File: src/pkg/srsr_pkg.sv
// shared constants and carriers for the result and status register bank
package srsr_pkg;

  // register offsets on the byte-wide register port
  localparam logic [7:0] ADDR_PROX2_RESULT_HIGH      = 8'h29;
  localparam logic [7:0] ADDR_PROX3_RESULT_LOW       = 8'h2a;
  localparam logic [7:0] ADDR_PROX3_RESULT_HIGH      = 8'h2b;
  localparam logic [7:0] ADDR_AUX_RESULT_LOW         = 8'h2c;
  localparam logic [7:0] ADDR_AUX_RESULT_HIGH        = 8'h2d;
  localparam logic [7:0] ADDR_PARAM_READBACK_MAILBOX = 8'h2e;
  localparam logic [7:0] ADDR_CHIP_POWER_STATE       = 8'h30;

  // first offset of the bank and number of byte slots it spans
  localparam logic [7:0] ADDR_BASE  = 8'h29;
  localparam int         BANK_DEPTH = 8;

  // memory slot indices (offset minus base)
  localparam logic [2:0] SLOT_PROX2_HIGH = 3'h0;
  localparam logic [2:0] SLOT_PROX3_LOW  = 3'h1;
  localparam logic [2:0] SLOT_PROX3_HIGH = 3'h2;
  localparam logic [2:0] SLOT_AUX_LOW    = 3'h3;
  localparam logic [2:0] SLOT_AUX_HIGH   = 3'h4;
  localparam logic [2:0] SLOT_MAILBOX    = 3'h5;

  // chip power state field positions
  localparam int BIT_AWAKE   = 2;
  localparam int BIT_SUSPEND = 1;
  localparam int BIT_SLEEP   = 0;

  // reset value of every byte in the bank
  localparam logic [7:0] RESET_BYTE = 8'h00;

  // power state reported by the sequencer
  typedef enum logic [1:0] {
    SRSR_PWR_OFF     = 2'b00,
    SRSR_PWR_SLEEP   = 2'b01,
    SRSR_PWR_SUSPEND = 2'b10,
    SRSR_PWR_AWAKE   = 2'b11
  } srsr_pwr_e;

  // host register access request
  typedef struct packed {
    logic       rd;
    logic       wr;
    logic [7:0] addr;
    logic [7:0] wdata;
  } srsr_host_req_s;

  // results posted by the measurement engine
  typedef struct packed {
    logic        prox2_valid;
    logic [15:0] prox2_result;
    logic        prox3_valid;
    logic [15:0] prox3_result;
    logic        aux_valid;
    logic [15:0] aux_result;
  } srsr_results_s;

  // slot number of an offset inside the bank
  function automatic logic [2:0] slot_of(input logic [7:0] addr);
    logic [7:0] diff;
    diff = addr - ADDR_BASE;
    return diff[2:0];
  endfunction

  // offset lies on one of the memory-backed bytes
  function automatic logic in_mem(input logic [7:0] addr);
    return (addr >= ADDR_PROX2_RESULT_HIGH) && (addr <= ADDR_PARAM_READBACK_MAILBOX);
  endfunction

endpackage

File: src/design/srsr_byte_mem.sv
`timescale 1ns/1ns
`default_nettype none
// small byte memory with one write port and a registered read port
module srsr_byte_mem #(
  parameter int DEPTH = 8,
  parameter int AW    = 3
) (
  input  wire logic          sys_clk,   // system clock
  input  wire logic          reset,     // synchronous reset, clears all bytes
  input  wire logic          wr_en,     // write strobe
  input  wire logic [AW-1:0] wr_addr,   // write slot
  input  wire logic [7:0]    wr_data,   // write byte
  input  wire logic [AW-1:0] rd_addr,   // read slot
  output logic      [7:0]    rd_data    // registered read byte
);

  logic [7:0] mem [DEPTH];  // storage

  // write port, cleared on reset so every byte reads zero
  always_ff @(posedge sys_clk) begin
    if (reset) begin
      for (int i = 0; i < DEPTH; i++) begin
        mem[i] <= srsr_pkg::RESET_BYTE;
      end
    end else if (wr_en) begin
      mem[wr_addr] <= wr_data;
    end
  end

  // read port, data appear one cycle after the address
  always_ff @(posedge sys_clk) begin
    if (reset) begin
      rd_data <= srsr_pkg::RESET_BYTE;
    end else begin
      rd_data <= mem[rd_addr];
    end
  end

endmodule
`default_nettype wire

File: src/design/srsr_regs.sv
// Function
// - prox2 result bits 15:8 at 0x29
// - prox3 result word at 0x2A/0x2B
// - aux result word at 0x2C/0x2D
// - mailbox byte at 0x2E from sequencer
// - state bit2 awake, bit1 suspend
// - state bit0 sleep, bits 7:3 reserved
// - memory bytes read zero after reset; state byte follows power_state from the first edge
`timescale 1ns/1ns
`default_nettype none
module srsr_regs (
  input  wire logic                     sys_clk,         // system clock, 50 MHz
  input  wire logic                     reset,           // synchronous reset, active high
  input  wire srsr_pkg::srsr_host_req_s host_req,        // host register access
  input  wire srsr_pkg::srsr_results_s  results,         // fresh measurement results
  input  wire logic                     mailbox_wr,      // sequencer posts a parameter value
  input  wire logic [7:0]               mailbox_data,    // value posted by the sequencer
  input  wire srsr_pkg::srsr_pwr_e      power_state,     // sequencer power state
  output logic      [7:0]               host_rdata,      // read byte
  output logic                          host_rvalid      // read byte valid, one-cycle pulse
);

  logic [2:0] wr_slot;        // slot chosen for the memory write
  logic [7:0] wr_byte;        // byte written into the memory
  logic       wr_go;          // memory write strobe
  logic [7:0] mem_rdata;      // registered memory read data
  logic [7:0] chip_power_state; // chip state byte, read only
  logic       rd_pend;        // read issued last cycle
  logic [1:0] rd_kind;        // source of pending read: 0 none, 1 memory, 2 state
  logic       host_mem_wr;    // host write to a memory byte
  logic [2:0] res_step;       // slot served by the result write sequencer
  logic [4:0] res_pend;       // result bytes waiting to be stored, one bit per slot
  logic [4:0] res_new;        // result bytes made pending by this cycle's posts
  logic [4:0] res_done;       // result byte stored this cycle
  srsr_pkg::srsr_results_s res_hold; // latched results awaiting storage

  // host writes land on memory bytes; result bytes are writable as documented
  assign host_mem_wr = host_req.wr && srsr_pkg::in_mem(host_req.addr);

  // result words latched on their valid pulse, stored byte by byte later
  always_ff @(posedge sys_clk) begin
    if (reset) begin
      res_hold <= '0;
    end else begin
      res_hold.prox2_valid <= results.prox2_valid;
      res_hold.prox3_valid <= results.prox3_valid;
      res_hold.aux_valid   <= results.aux_valid;
      if (results.prox2_valid) res_hold.prox2_result <= results.prox2_result;
      if (results.prox3_valid) res_hold.prox3_result <= results.prox3_result;
      if (results.aux_valid) res_hold.aux_result <= results.aux_result;
    end
  end

  // bytes made pending by a post, ordered by slot number
  always_comb begin
    res_new = {results.aux_valid, results.aux_valid, results.prox3_valid,
               results.prox3_valid, results.prox2_valid};
  end

  // pending bytes; a new post wins over the store of the same slot
  always_ff @(posedge sys_clk) begin
    if (reset) begin
      res_pend <= '0;
    end else begin
      res_pend <= (res_pend & ~res_done) | res_new;
    end
  end

  // result step counter walks round the five result slots
  always_ff @(posedge sys_clk) begin
    if (reset) begin
      res_step <= srsr_pkg::SLOT_PROX2_HIGH;
    end else if (res_step == srsr_pkg::SLOT_AUX_HIGH) begin
      res_step <= srsr_pkg::SLOT_PROX2_HIGH;
    end else begin
      res_step <= res_step + 3'h1;
    end
  end

  // select the byte to write this cycle; hardware posts beat a host write
  always_comb begin
    wr_go    = 1'b0;
    wr_slot  = srsr_pkg::SLOT_PROX2_HIGH;
    wr_byte  = srsr_pkg::RESET_BYTE;
    res_done = '0;
    if (mailbox_wr) begin
      wr_go   = 1'b1;
      wr_slot = srsr_pkg::SLOT_MAILBOX;
      wr_byte = mailbox_data;
    end else if (res_pend[res_step]) begin
      wr_go              = 1'b1;
      wr_slot            = res_step;
      res_done[res_step] = 1'b1;
      case (res_step)
        srsr_pkg::SLOT_PROX2_HIGH: wr_byte = res_hold.prox2_result[15:8];
        srsr_pkg::SLOT_PROX3_LOW:  wr_byte = res_hold.prox3_result[7:0];
        srsr_pkg::SLOT_PROX3_HIGH: wr_byte = res_hold.prox3_result[15:8];
        srsr_pkg::SLOT_AUX_LOW:    wr_byte = res_hold.aux_result[7:0];
        srsr_pkg::SLOT_AUX_HIGH:   wr_byte = res_hold.aux_result[15:8];
        default:                   wr_byte = srsr_pkg::RESET_BYTE;
      endcase
    end else if (host_mem_wr) begin
      wr_go   = 1'b1;
      wr_slot = srsr_pkg::slot_of(host_req.addr);
      wr_byte = host_req.wdata;
    end
  end

  // byte memory holding the result and mailbox bytes
  srsr_byte_mem #(
    .DEPTH (srsr_pkg::BANK_DEPTH),
    .AW    (3)
  ) u_mem (
    .sys_clk (sys_clk),
    .reset   (reset),
    .wr_en   (wr_go),
    .wr_addr (wr_slot),
    .wr_data (wr_byte),
    .rd_addr (srsr_pkg::slot_of(host_req.addr)),
    .rd_data (mem_rdata)
  );

  // chip state byte, one-hot decode keeps at most one flag high
  always_ff @(posedge sys_clk) begin
    if (reset) begin
      chip_power_state <= srsr_pkg::RESET_BYTE;
    end else begin
      chip_power_state <= srsr_pkg::RESET_BYTE;
      case (power_state)
        srsr_pkg::SRSR_PWR_AWAKE:   chip_power_state[srsr_pkg::BIT_AWAKE]   <= 1'b1;
        srsr_pkg::SRSR_PWR_SUSPEND: chip_power_state[srsr_pkg::BIT_SUSPEND] <= 1'b1;
        srsr_pkg::SRSR_PWR_SLEEP:   chip_power_state[srsr_pkg::BIT_SLEEP]   <= 1'b1;
        default: ;                                    // off: all flags clear
      endcase
    end
  end

  // remember what kind of read is in flight
  always_ff @(posedge sys_clk) begin
    if (reset) begin
      rd_pend <= 1'b0;
      rd_kind <= 2'h0;
    end else begin
      rd_pend <= host_req.rd;
      if (srsr_pkg::in_mem(host_req.addr)) begin
        rd_kind <= 2'h1;
      end else if (host_req.addr == srsr_pkg::ADDR_CHIP_POWER_STATE) begin
        rd_kind <= 2'h2;
      end else begin
        rd_kind <= 2'h0;                     // unmapped offsets read zero
      end
    end
  end

  // registered read answer, two cycles after the request
  always_ff @(posedge sys_clk) begin
    if (reset) begin
      host_rdata  <= srsr_pkg::RESET_BYTE;
      host_rvalid <= 1'b0;
    end else begin
      host_rvalid <= rd_pend;
      case (rd_kind)
        2'h1:    host_rdata <= mem_rdata;
        2'h2:    host_rdata <= chip_power_state;
        default: host_rdata <= srsr_pkg::RESET_BYTE;
      endcase
    end
  end

endmodule
`default_nettype wire

File: config.mk
export PLATFORM = sky130hd
export DESIGN_NAME = srsr_regs
export DESIGN_NICKNAME = d
export VERILOG_FILES = /design/src/pkg/srsr_pkg.sv /design/src/design/srsr_byte_mem.sv /design/src/design/srsr_regs.sv
export SDC_FILE = /design/constraint.sdc
export NUM_CORES = 1
export LEC_CHECK = 0
export ABC_AREA = 1
export BUFFER_PORTS_ARGS = -buffer_cell sky130_fd_sc_hd__buf_2
export CAP_MARGIN = 20
export CORE_MARGIN = 2
export CORE_UTILIZATION = 39
export DETAILED_ROUTE_END_ITERATION = 10
export REMOVE_ABC_BUFFERS = 1
export SETUP_SLACK_MARGIN = 0.2
export SYNTH_ARGS = -nofsm -noshare
export SYNTH_HDL_FRONTEND = slang
export SYNTH_SLANG_ARGS = --single-unit
File: constraint.sdc
create_clock -name sys_clk -period 3.6 [get_ports sys_clk]
set_clock_uncertainty 0.2 [all_clocks]
set_input_delay 0.36 -clock sys_clk [delete_from_list [all_inputs] [get_ports sys_clk]]
set_output_delay 0.36 -clock sys_clk [all_outputs]
set_load 0.05 [all_outputs]
; ---- Word-level counts from Yosys, hierarchy flattened
; Memory sizes are Yosys's and may differ from the RTL's. A register that Yosys moved wholly into a read port is not among the register bits.
; Cells that the tools add are included.
[op_classes]
n_mux = 30
n_reduce_logical = 7
magnitude_cmp = 4
bitwise_logic = 3
n_eq_ne = 10
addsub = 2
[op_table]
columns = cell, count
row1 = 8-bit case mux with 5 select lines, 1
row2 = 8-bit 2-to-1 mux, 4
row3 = 8-bit case mux with 2 select lines, 1
row4 = 1-bit 2-to-1 mux, 15
row5 = 3-bit 2-to-1 mux, 4
row6 = 5-bit 2-to-1 mux, 2
row7 = "8-bit by 6-bit equality test with 1-bit output, second input constant", 1
row8 = "8-bit by 6-bit >= comparator with 1-bit output, second input constant", 1
row9 = "8-bit by 6-bit <= comparator with 1-bit output, second input constant", 1
row10 = 8-bit OR reduction, 1
row11 = "2-bit equality test, second input constant", 3
row12 = "3-bit by 2-bit equality test with 1-bit output, second input constant", 2
row13 = 5-bit bitwise AND, 1
row14 = 5-bit NOT, 1
row15 = 5-bit bitwise OR, 1
row16 = "2-bit by 1-bit equality test with 1-bit output, second input constant", 2
row17 = "3-bit by 4-bit less-than comparator with 1-bit output, second input constant", 1
row18 = 2-bit OR reduction, 2
row19 = "3-bit by 1-bit adder with 3-bit output, second input constant", 1
row20 = 1-bit binary-select mux with 3-bit select, 1
row21 = 1-bit demux with 3-bit select, 1
row22 = "3-bit by 1-bit equality test with 1-bit output, second input constant", 1
row23 = "3-bit equality test, second input constant", 1
row24 = "3-bit by 1-bit >= comparator with 1-bit output, second input constant", 1
row25 = 4 further kinds, 6
[totals]
n_memories = 1
output_inout_bits = 9
regBits = 76
input_bits = 82
ram_bits = 64
elab_cells = 69
[memory_table]
columns = name, depth, width, rd, rd_ports_with_merged_regs, wr, line
row1 = u_mem.mem, 8, 8, 1, 1, 8, srsr_byte_mem.sv:17  ; logic [7:0] mem [DEPTH];

; ---- Logic depth before layout (Yosys ltp)
; Gate-level depths: netlist of run 1.
[depth]
depth_word = 11
mapped_depth = 13
ltp_nobuf = 13

; ---- Modules after synthesis
; From an unflattened synthesis of run 1, not the netlist that was laid out.
[hier_totals]
cells_unflattened = 837
area_unflattened_um2 = 6487.5
[modules_own_cells]
columns = module, cells_per_inst, area_per_inst_um2, seq_area_each_um2, n_inst
row1 = srsr_byte_mem, 387, 3459.6, 2082.0, 1
row2 = srsr_regs, 450, 3027.9, 1261.2, 1

; ---- Worst setup path before layout of run 1
; OpenSTA, ideal clock, no wires.
[synth_path]
kind = input-to-reg
startpoint = input host_req[8] (netlist name)
endpoint = memory u_mem.mem[3][0] (enable)
setup_time_ps = 329
arrival_ps = 2424
cell_stages = 12
n_path_buf = 2
path_slack_ps = 647
t_required_ps = 3071
cell_sequence = clkbuf_1 clkinv_1 clkbuf_1 ha_1 nor3b_1 nor2_1 nand3_1 nand3_1 nand2_1 nor2_4 nand2_4 nand2_1
[synth_rtl]
columns = item, line
row1 = from (decl), srsr_regs.sv:14  ; input wire srsr_pkg::srsr_host_req_s host_req,
row2 = to (decl), srsr_byte_mem.sv:17

==> results of run 1 <==
-- layer usage --
metal	up-vias	share of wire, %	GRT usage [%]
met5	-	0	0
met4	0	1.2	6.981
met3	23	6.0	4.132
met2	198	48	34.19
met1	2453	45	26.04
li1	2590	-	-
-- registers in the layout (all words and copies together) (netlist names) --
| register | count |
|---|---|
| host_rvalid | 1 |
| res_hold | 40 |
| host_rdata | 8 |
| rd_kind | 2 |
| rd_pend | 1 |
| chip_power_state | 3 |
| res_pend | 5 |
| res_step | 3 |
| u_mem.rd_data | 8 |
| u_mem.mem | 64 |
-- tightest hold or removal path: cells and delay by family --
family | cells | cell delay [ps]
buffers and inverters | 1 | 80
AND/OR/NAND/NOR | 2 | 150
-- cells by family (layout without fill, tap and decap cells) --
group                    count (synthesis)  after routing
adder cells (fa/ha/maj)                 11             11
XOR/XNOR                                 1              1
flip-flops                             135            135
AND/OR/NAND/NOR                        363            363
AO/OA/AOI/OAI                          129            129
buffers and inverters                   71            207
-- final cells by class --
| type | instances | area, um2 |
|---|---|---|
| inverters | 44 | 165.2 |
| fillers | 1425 | 7496 |
| flip-flops and latches | 135 | 3343 |
| well taps | 188 | 235.2 |
| clock buffers | 17 | 425.4 |
| repair buffers | 131 | 885.9 |
| multi-input cells | 504 | 2377 |
| clock inverters | 15 | 161.4 |
-- power breakdown --
group          switching [mW]  leakage, nW  internal (mW)
clock network           0.641        0.281           1.07
registers              0.0416         1.25           1.70
logic                   0.324         1.76          0.168
-- worst max-delay path by stage --
stage / startpoint / end
CTS: res_step[1] / u_mem.mem[7][6]
global route: res_step[1] / u_mem.mem[5][3]
detailed placement: host_req[8] / u_mem.mem[7][6]
finish: res_step[1] / u_mem.mem[1][2]
floorplan: host_req[8] / u_mem.mem[5][0]
global placement: host_req[8] / u_mem.mem[1][3]
-- cell usage in the layout (no fill, tap or decap), drive strengths merged, types with 3 or more instances in the layout --
| master | n |
|---|---|
| clkinv | 13 |
| nor3 | 3 |
| nand3 | 22 |
| dfxtp | 71 |
| nand4 | 8 |
| clkbuf | 17 |
| dlygate4sd3 | 43 |
| a31oi | 8 |
| buf | 88 |
| a21oi | 16 |
| edfxtp | 64 |
| o21ai | 95 |
| nand2 | 108 |
| clkinvlp | 3 |
| inv | 40 |
| o22ai | 8 |
| ha | 11 |
| nor2 | 220 |
| bufinv | 3 |
-- metrics by stage --
step	util [%]	std cells	power (mW)	setup WS, ps
floorplan	-	683	2.045	467.1
global route	50.32	1034	4.106	483.2
CTS	50.32	1034	3.964	720.9
finish	50.32	1034	3.954	734.0
global placement	43.58	959	2.215	594.6
detailed placement	43.58	959	2.228	512.6
-- repair_timing --
action / CTS / global route
hold buffers: 43 / 0
gates resized for setup: 0 / 0
hold endpoints to repair: 41 / 0
==> results_dict.tcl, run 1 <==
set metrics [dict create \
    synth_simple_gate_area_share_pct 25.97 \
    ant_nets 0 \
    synth_common_cells "nor2_1 (211), nand2_1 (94), o21ai_0 (85)" \
    fin_tns_setup_ps 0 \
    grt_pass1_wl_mm 25.63 \
    synthCells 710 \
    synth_edf_count 64 \
    post-route-period-util_pct 79.61 \
    yosysTopAreaCell "edfxtp_1" \
    syn_area_per_cell_um2 8.443 \
    n_antenna_cell 0 \
    grt_max_degree 59 \
    drv_cap 0 \
    synth_top_family_by_area "simple AND/OR/NAND/NOR gates" \
    clk_latency_ps 430 \
    htreeDepth 4 \
    cts_tree "yes" \
    arrival_ps 2760 \
    cts.sink_count 135 \
    crit_cells 10 \
    io_buffers 82 \
    leakagePower_nw 3.291 \
    num_io_pins 91 \
    relSlewSlack_pct 41.14 \
    ys_types 30 \
    max_freq_mhz 348.9 \
    final_cell_area_mm2 0.007594 \
    grt_overflow 0 \
    synthFlopType "dfxtp_1" \
    r2r_slack_ps 730 \
    core_mm2 0.01509 \
    dp_hpwl_mm 10.85 \
    wire_per_inst_um 15.27 \
    drc 0 \
    initial_utilization_pct 39.73 \
    hold_depth 3 \
    ys_seq_area_share_pct 55.77 \
    viasPerCell 5.091 \
    cts_setup_buffers 0 \
    r2r_start "res_step[1]" \
    layout.nets 926 \
    synth_compound_area_share_pct 11.25 \
    cp.required_ps 3490 \
    rsz0062_at_grt "no" \
    synth_xor_area_share_pct 0.1461 \
    crit_chain "inv_1 -> nand3_1 -> nand2_2 -> o21ai_2 -> nand2_1 -> nor2_1 -> nor2_2 -> nor2_4 -> nand2_4 -> nand2_1" \
    synth.area.mux_share_pct 0 \
    gp_congestion 0.8532 \
    root_buffer "clkbuf_16" \
    area_growth_pct 26.67 \
    die_w_um 128.0 \
    dieArea_mm2 0.01638 \
    drtIter0Drc 417 \
    yosysTopAreaCellShare_pct 32.06 \
    vias 5264 \
    hp-start "results[6]" \
    crit_path_frequent_cell "nand2_1" \
    yosys-top-cells-area "edfxtp_1 (32%), dfxtp_1 (24%), nor2_1 (13%)" \
    critPathTopFamily "simple AND/OR/NAND/NOR gates" \
    critical_path_buf_inv_count 1 \
    synthAdderAreaFrac_pct 2.296 \
    status "completed" \
    worst_hold_slack_ps 6.571 \
    reg2regPathDepth 10 \
    period_needed_ps 2866 \
    cpPeakStageDelay_ps 480 \
    yosys_warnings 0 \
    synth_most_common_cell "nor2_1" \
    holdPathEnd "res_hold[6]" \
    grt_usage_pct 20.28 \
    die_y_um 128.0 \
    finalSetupViolCount 0 \
    cp_slowest_cell "dfxtp_1" \
    rows 45 \
    slew_violations 0 \
    end_kind "flop" \
    cts_buffers 17 \
    hold_viol 0 \
    cp_max_fo 13 \
    dpl-instance-area_mm2 0.006576 \
    clk_path_buf_depth 2 \
    grt_antenna_before_repair 0 \
    netlist_area_mm2 0.005994 \
    grt_pass1_vias 5219 \
    synth_seq_cells 135 \
    synthArstFlopShare_pct 0 \
    irDropWorstVdd_v 0.0003662 \
    final_layout_size_suffix_gt1_share_pct 17.38 \
    routed_wl_mm 15.79 \
    clk_pin_slew_ps 60 \
    worstSetupPathType "reg -> reg" \
    r2r-end "u_mem.mem[1][2]" \
    first_pass_iters 5 \
    tightestPinTransition_ps 877.0 \
    hp-class "in -> reg" \
    worstSetupStartpointType "flop" \
    pwr_density_cell_mw_per_mm2 520.7 \
]
No activity file was read; power rests on OpenSTA's default activity.
==> run 2: changes to the inputs <==
- clock period: 3.6 -> 2.9 ns (I/O delays scaled with it)
==> results_dict.tcl, run 2 (synthesis results as in run 1) <==
set metrics [dict create \
    grt_overflow 0 \
    r2r-end "u_mem.mem[1][0]" \
    num_io_pins 91 \
    slew_violations 0 \
    hold_viol 0 \
    dieArea_mm2 0.01638 \
    rsz0062_at_grt "yes" \
    mostFrequentLayoutCell "nor2_1" \
    r2r_start "res_step[2]" \
    end_kind "flop" \
    root_buffer "clkbuf_16" \
    clk_path_buf_depth 2 \
    die_w_um 128.0 \
    vias 5299 \
    drv_cap 0 \
    cp_max_fo 8 \
    initial_utilization_pct 39.73 \
    area_growth_pct 30.10 \
    hp-start "results[50]" \
    irDropWorstVdd_v 0.0004374 \
    htreeDepth 4 \
    status "completed" \
    ant_nets 0 \
    reg2regPathDepth 10 \
    worst_hold_slack_ps 36.72 \
    tightestPinTransition_ps 573.0 \
    die_y_um 128.0 \
    grt_usage_pct 20.52 \
    register_area_mm2 0.003344 \
    leakagePower_nw 3.425 \
    regMostFlops "u_mem.mem" \
    grt_pass1_wl_mm 25.52 \
    n_fill_cell 1428 \
    hold_depth 3 \
    finalSetupViolCount 0 \
    viasPerCell 4.994 \
    post-route-period-util_pct 86.19 \
    fin_tns_setup_ps 0 \
    n_antenna_cell 0 \
    first_pass_iters 5 \
    cp.required_ps 2780 \
    hp-class "in -> reg" \
    cts.sink_count 135 \
    dp_hpwl_mm 11.06 \
    drc 0 \
    rows 45 \
    routed_wl_mm 15.83 \
    layout.nets 953 \
    clk_pin_slew_ps 60 \
    cts_buffers 17 \
    arrival_ps 2380 \
    final_layout_size_suffix_gt1_share_pct 20.16 \
    drtIter0Drc 505 \
    grt_antenna_before_repair 0 \
    worstSetupStartpointType "primary input" \
    relSlewSlack_pct 61.57 \
    worstSetupPathType "in -> reg" \
    cts_tree "yes" \
    grt_pass1_vias 5271 \
    clk_latency_ps 420 \
    pwr_density_cell_mw_per_mm2 622.1 \
    largest_register_ffs 64 \
    gp_congestion 0.8949 \
    r2r_slack_ps 420 \
    max_freq_mhz 400.1 \
    holdPathEnd "res_hold[46]" \
    multi_input_area_mm2 0.002385 \
    final_cell_mix "nor2_1 (211), nand2_1 (91), o21ai_0 (85), buf_2 (82), dfxtp_1 (70)" \
    core_mm2 0.01509 \
    wire_per_inst_um 14.92 \
    top_regs "u_mem.mem x64, res_hold x40" \
    period_needed_ps 2500 \
    grt_max_degree 59 \
    io_buffers 82 \
]
==> run 2: how the worst max path moves through the flow <==
stage | start | endpoint | slack [ps] | cells past startpoint
CTS | res_step[1] | u_mem.mem[0][6] | 320 | 10
global route | host_req[11] | u_mem.mem[4][1] | 180 | 12
finish | host_req[11] | u_mem.mem[1][0] | 400 | 12
global placement | host_req[8] | u_mem.mem[1][5] | 200 | 11
floorplan | host_req[8] | u_mem.mem[5][0] | -160 | 9
detailed placement | host_req[8] | u_mem.mem[1][4] | 100 | 11
==> run 2: area by class of cell <==
type | instances | area share [%]
Clock inverter | 10 | 0.8022
Inverter | 44 | 2.118
Clock buffer | 22 | 6.482
Multi-Input combinational cell | 504 | 30.58
Timing Repair Buffer | 158 | 14.12
Sequential cell | 135 | 42.88
Tap cell | 188 | 3.016
==> run 2: per-layer routing <==
layer  GRT usage [%]  routed length, um  vias up
li1                -                  -     2645
met1           25.97               7215     2449
met2           34.22               7327      175
met3           5.092                954       30
met4           7.369                330        0
met5               0                  0        -
==> run 2: through the flow <==
| stage | power, mW | cell area (um2) | util (%) | std cells | setup slack [ps] |
|---|---|---|---|---|---|
| 4_1_cts | 4.874 | 7782 | 51.58 | 1060 | 317.2 |
| 2_1_floorplan | 2.539 | 5886 | - | 683 | -162.9 |
| 6_report | 4.852 | 7799 | 51.68 | 1061 | 400.5 |
| 3_5_place_dp | 2.801 | 6734 | 44.63 | 980 | 99.13 |
| 5_1_grt | 5.045 | 7799 | 51.68 | 1061 | 181.7 |
| 3_3_place_gp | 2.785 | 6734 | 44.63 | 980 | 196.4 |
==> run 2: where the power goes <==
group / total (mW) / switching, mW / leakage, nW / internal, mW
registers: 2.16 / 0.0476 / 1.25 / 2.12
clock network: 2.03 / 0.799 / 0.288 / 1.23
logic: 0.658 / 0.412 / 1.88 / 0.245
==> run 2: worst max-delay path, stage by stage <==
cell and delay (ps):
dlygate4sd3_1 520, buf_2 110, nand2_1 50, inv_1 40, nand3_1 60, nor2_1 170, nand3_1 200, nand3_1 120
nand2_1 180, nor2_4 280, nand2_4 70, nand2_1 290
==> run 2: repair_timing <==
action,CTS,global route
buffers inserted,0,1
hold buffers,48,0
endpoints found under the hold margin,46,0
setup endpoints to repair,0,68
gates resized for setup,0,4
==> run 3: changes to the inputs <==
- BUFFER_PORTS_ARGS: -buffer_cell sky130_fd_sc_hd__buf_2 -> -buffer_cell sky130_fd_sc_hd__buf_4
==> results_dict.tcl, run 3 (synthesis results as in run 1) <==
set metrics [dict create \
    first_pass_iters 5 \
    drc 0 \
    largest_register_ffs 64 \
    die_y_um 128.0 \
    status "completed" \
    worst_hold_slack_ps 13.86 \
    crit_path_frequent_cell "nand2_2" \
    clk_path_buf_depth 2 \
    worstSetupPathType "reg -> reg" \
    critPathTopFamily "simple AND/OR/NAND/NOR gates" \
    regMostFlops "u_mem.mem" \
    slew_violations 0 \
    layout.nets 956 \
    dp_hpwl_mm 11.25 \
    worstSetupStartpointType "flop" \
    num_io_pins 91 \
    viasPerCell 5.051 \
    gp_congestion 0.8139 \
    hold_viol 0 \
    crit_chain "inv_1 -> nand3_1 -> nand2_2 -> nor2_2 -> nor2_4 -> nand2_4 -> nand2_2 -> inv_2 -> nand2_2 -> nor2_8 -> nand2_4 -> nand2_1" \
    dp.cells 977 \
    cp.required_ps 2780 \
    core_mm2 0.01509 \
    io_buffers 82 \
    n_antenna_cell 0 \
    top_regs "u_mem.mem x64, res_hold x40" \
    total_power_mw 4.869 \
    grt_usage_pct 20.35 \
    leakagePower_nw 3.482 \
    dieArea_mm2 0.01638 \
    dpl-instance-area_mm2 0.006917 \
    final_layout_size_suffix_gt1_share_pct 18.49 \
    max_freq_mhz 393.9 \
    root_buffer "clkbuf_16" \
    fin_tns_setup_ps 0 \
    clk_latency_ps 410 \
    grt_max_degree 59 \
    clk_pin_slew_ps 60 \
    mostFrequentLayoutCell "nor2_1" \
    finalSetupViolCount 0 \
    cts_buffers 17 \
    fin_cells 1064 \
    rows 45 \
    area_growth_pct 33.96 \
    cts_tree "yes" \
    rsz0062_at_grt "no" \
    tightestPinTransition_ps 598.3 \
    cts.sink_count 135 \
    drv_cap 0 \
    irDropWorstVdd_v 0.0004024 \
    cp_slowest_cell "dfxtp_1" \
    fin_util_pct 53.22 \
    wire_per_inst_um 15.14 \
    worst_slack_ps 361.0 \
    initial_utilization_pct 39.73 \
    post-route-period-util_pct 87.55 \
    arrival_ps 2420 \
    ant_nets 0 \
    grt_pass1_vias 5259 \
    critical_path_buf_inv_count 2 \
    hp-class "in -> reg" \
    relSlewSlack_pct 59.87 \
    period_needed_ps 2539 \
    vias 5374 \
    pwr_density_cell_mw_per_mm2 606.4 \
    routed_wl_mm 16.11 \
    pre_cts_ws_ps 120.4 \
    final_cell_mix "nor2_1 (211), buf_4 (106), nand2_1 (92), o21ai_0 (85), dfxtp_1 (71)" \
    drtIter0Drc 395 \
    grt_antenna_before_repair 0 \
    grt_pass1_wl_mm 25.81 \
    htreeDepth 4 \
    n_fill_cell 1379 \
    final_cell_area_mm2 0.008030 \
    cpPeakStageDelay_ps 480 \
    grt_overflow 0 \
    die_w_um 128.0 \
    cp_max_fo 9 \
    end_kind "flop" \
]
## run 3: final cells by class
| type | count | area, um2 | share of cell area, % |
|---|---|---|---|
| repair buffers | 161 | 1356 | 16.89 |
| well taps | 188 | 235.2 | 2.929 |
| clock buffers | 21 | 440.4 | 5.485 |
| clock inverters | 11 | 107.6 | 1.340 |
| flip-flops and latches | 135 | 3343 | 41.63 |
| multi-input cells | 504 | 2382 | 29.67 |
| inverters | 44 | 165.2 | 2.057 |
## run 3: repair_timing
| item | CTS | global route |
|---|---|---|
| endpoints found under the hold margin | 52 | 0 |
| hold buffers | 54 | 0 |
| gates resized for setup | 0 | 2 |
| endpoints found under the setup margin | 0 | 32 |
| buffers inserted | 0 | 1 |
## run 3: power breakdown
group | switching, mW | internal (mW)
registers | 0.0514 | 2.12
logic | 0.411 | 0.280
clock network | 0.763 | 1.25
total | 1.23 | 3.64
## run 3: worst register-to-register path, stage by stage (launching register included)
cell,delay (ps)
dfxtp_1,480
inv_1,160
nand3_1,120
nand2_2,90
nor2_2,180
nor2_4,110
nand2_4,90
nand2_2,70
inv_2,60
nand2_2,80
nor2_8,180
nand2_4,120
nand2_1,270
## run 3: worst paths after layout
kind / start / endpoint / slack (ps) / cells past startpoint
max: res_step[1] / u_mem.mem[0][6] / 360 / 12
min: results[50] / res_hold[45] / 10 / 3
max reg2reg: res_step[1] / u_mem.mem[0][6] / 360 / 12
min reg2reg: rd_pend / host_rvalid / 200 / 2
## run 3: metal layers
metal	track usage [%]	vias to the layer above	share of wire, %
li1	-	2652	-
met1	26.53	2489	45
met2	33.28	213	47
met3	4.967	20	7.2
met4	6.852	0	1.6
met5	0	-	0
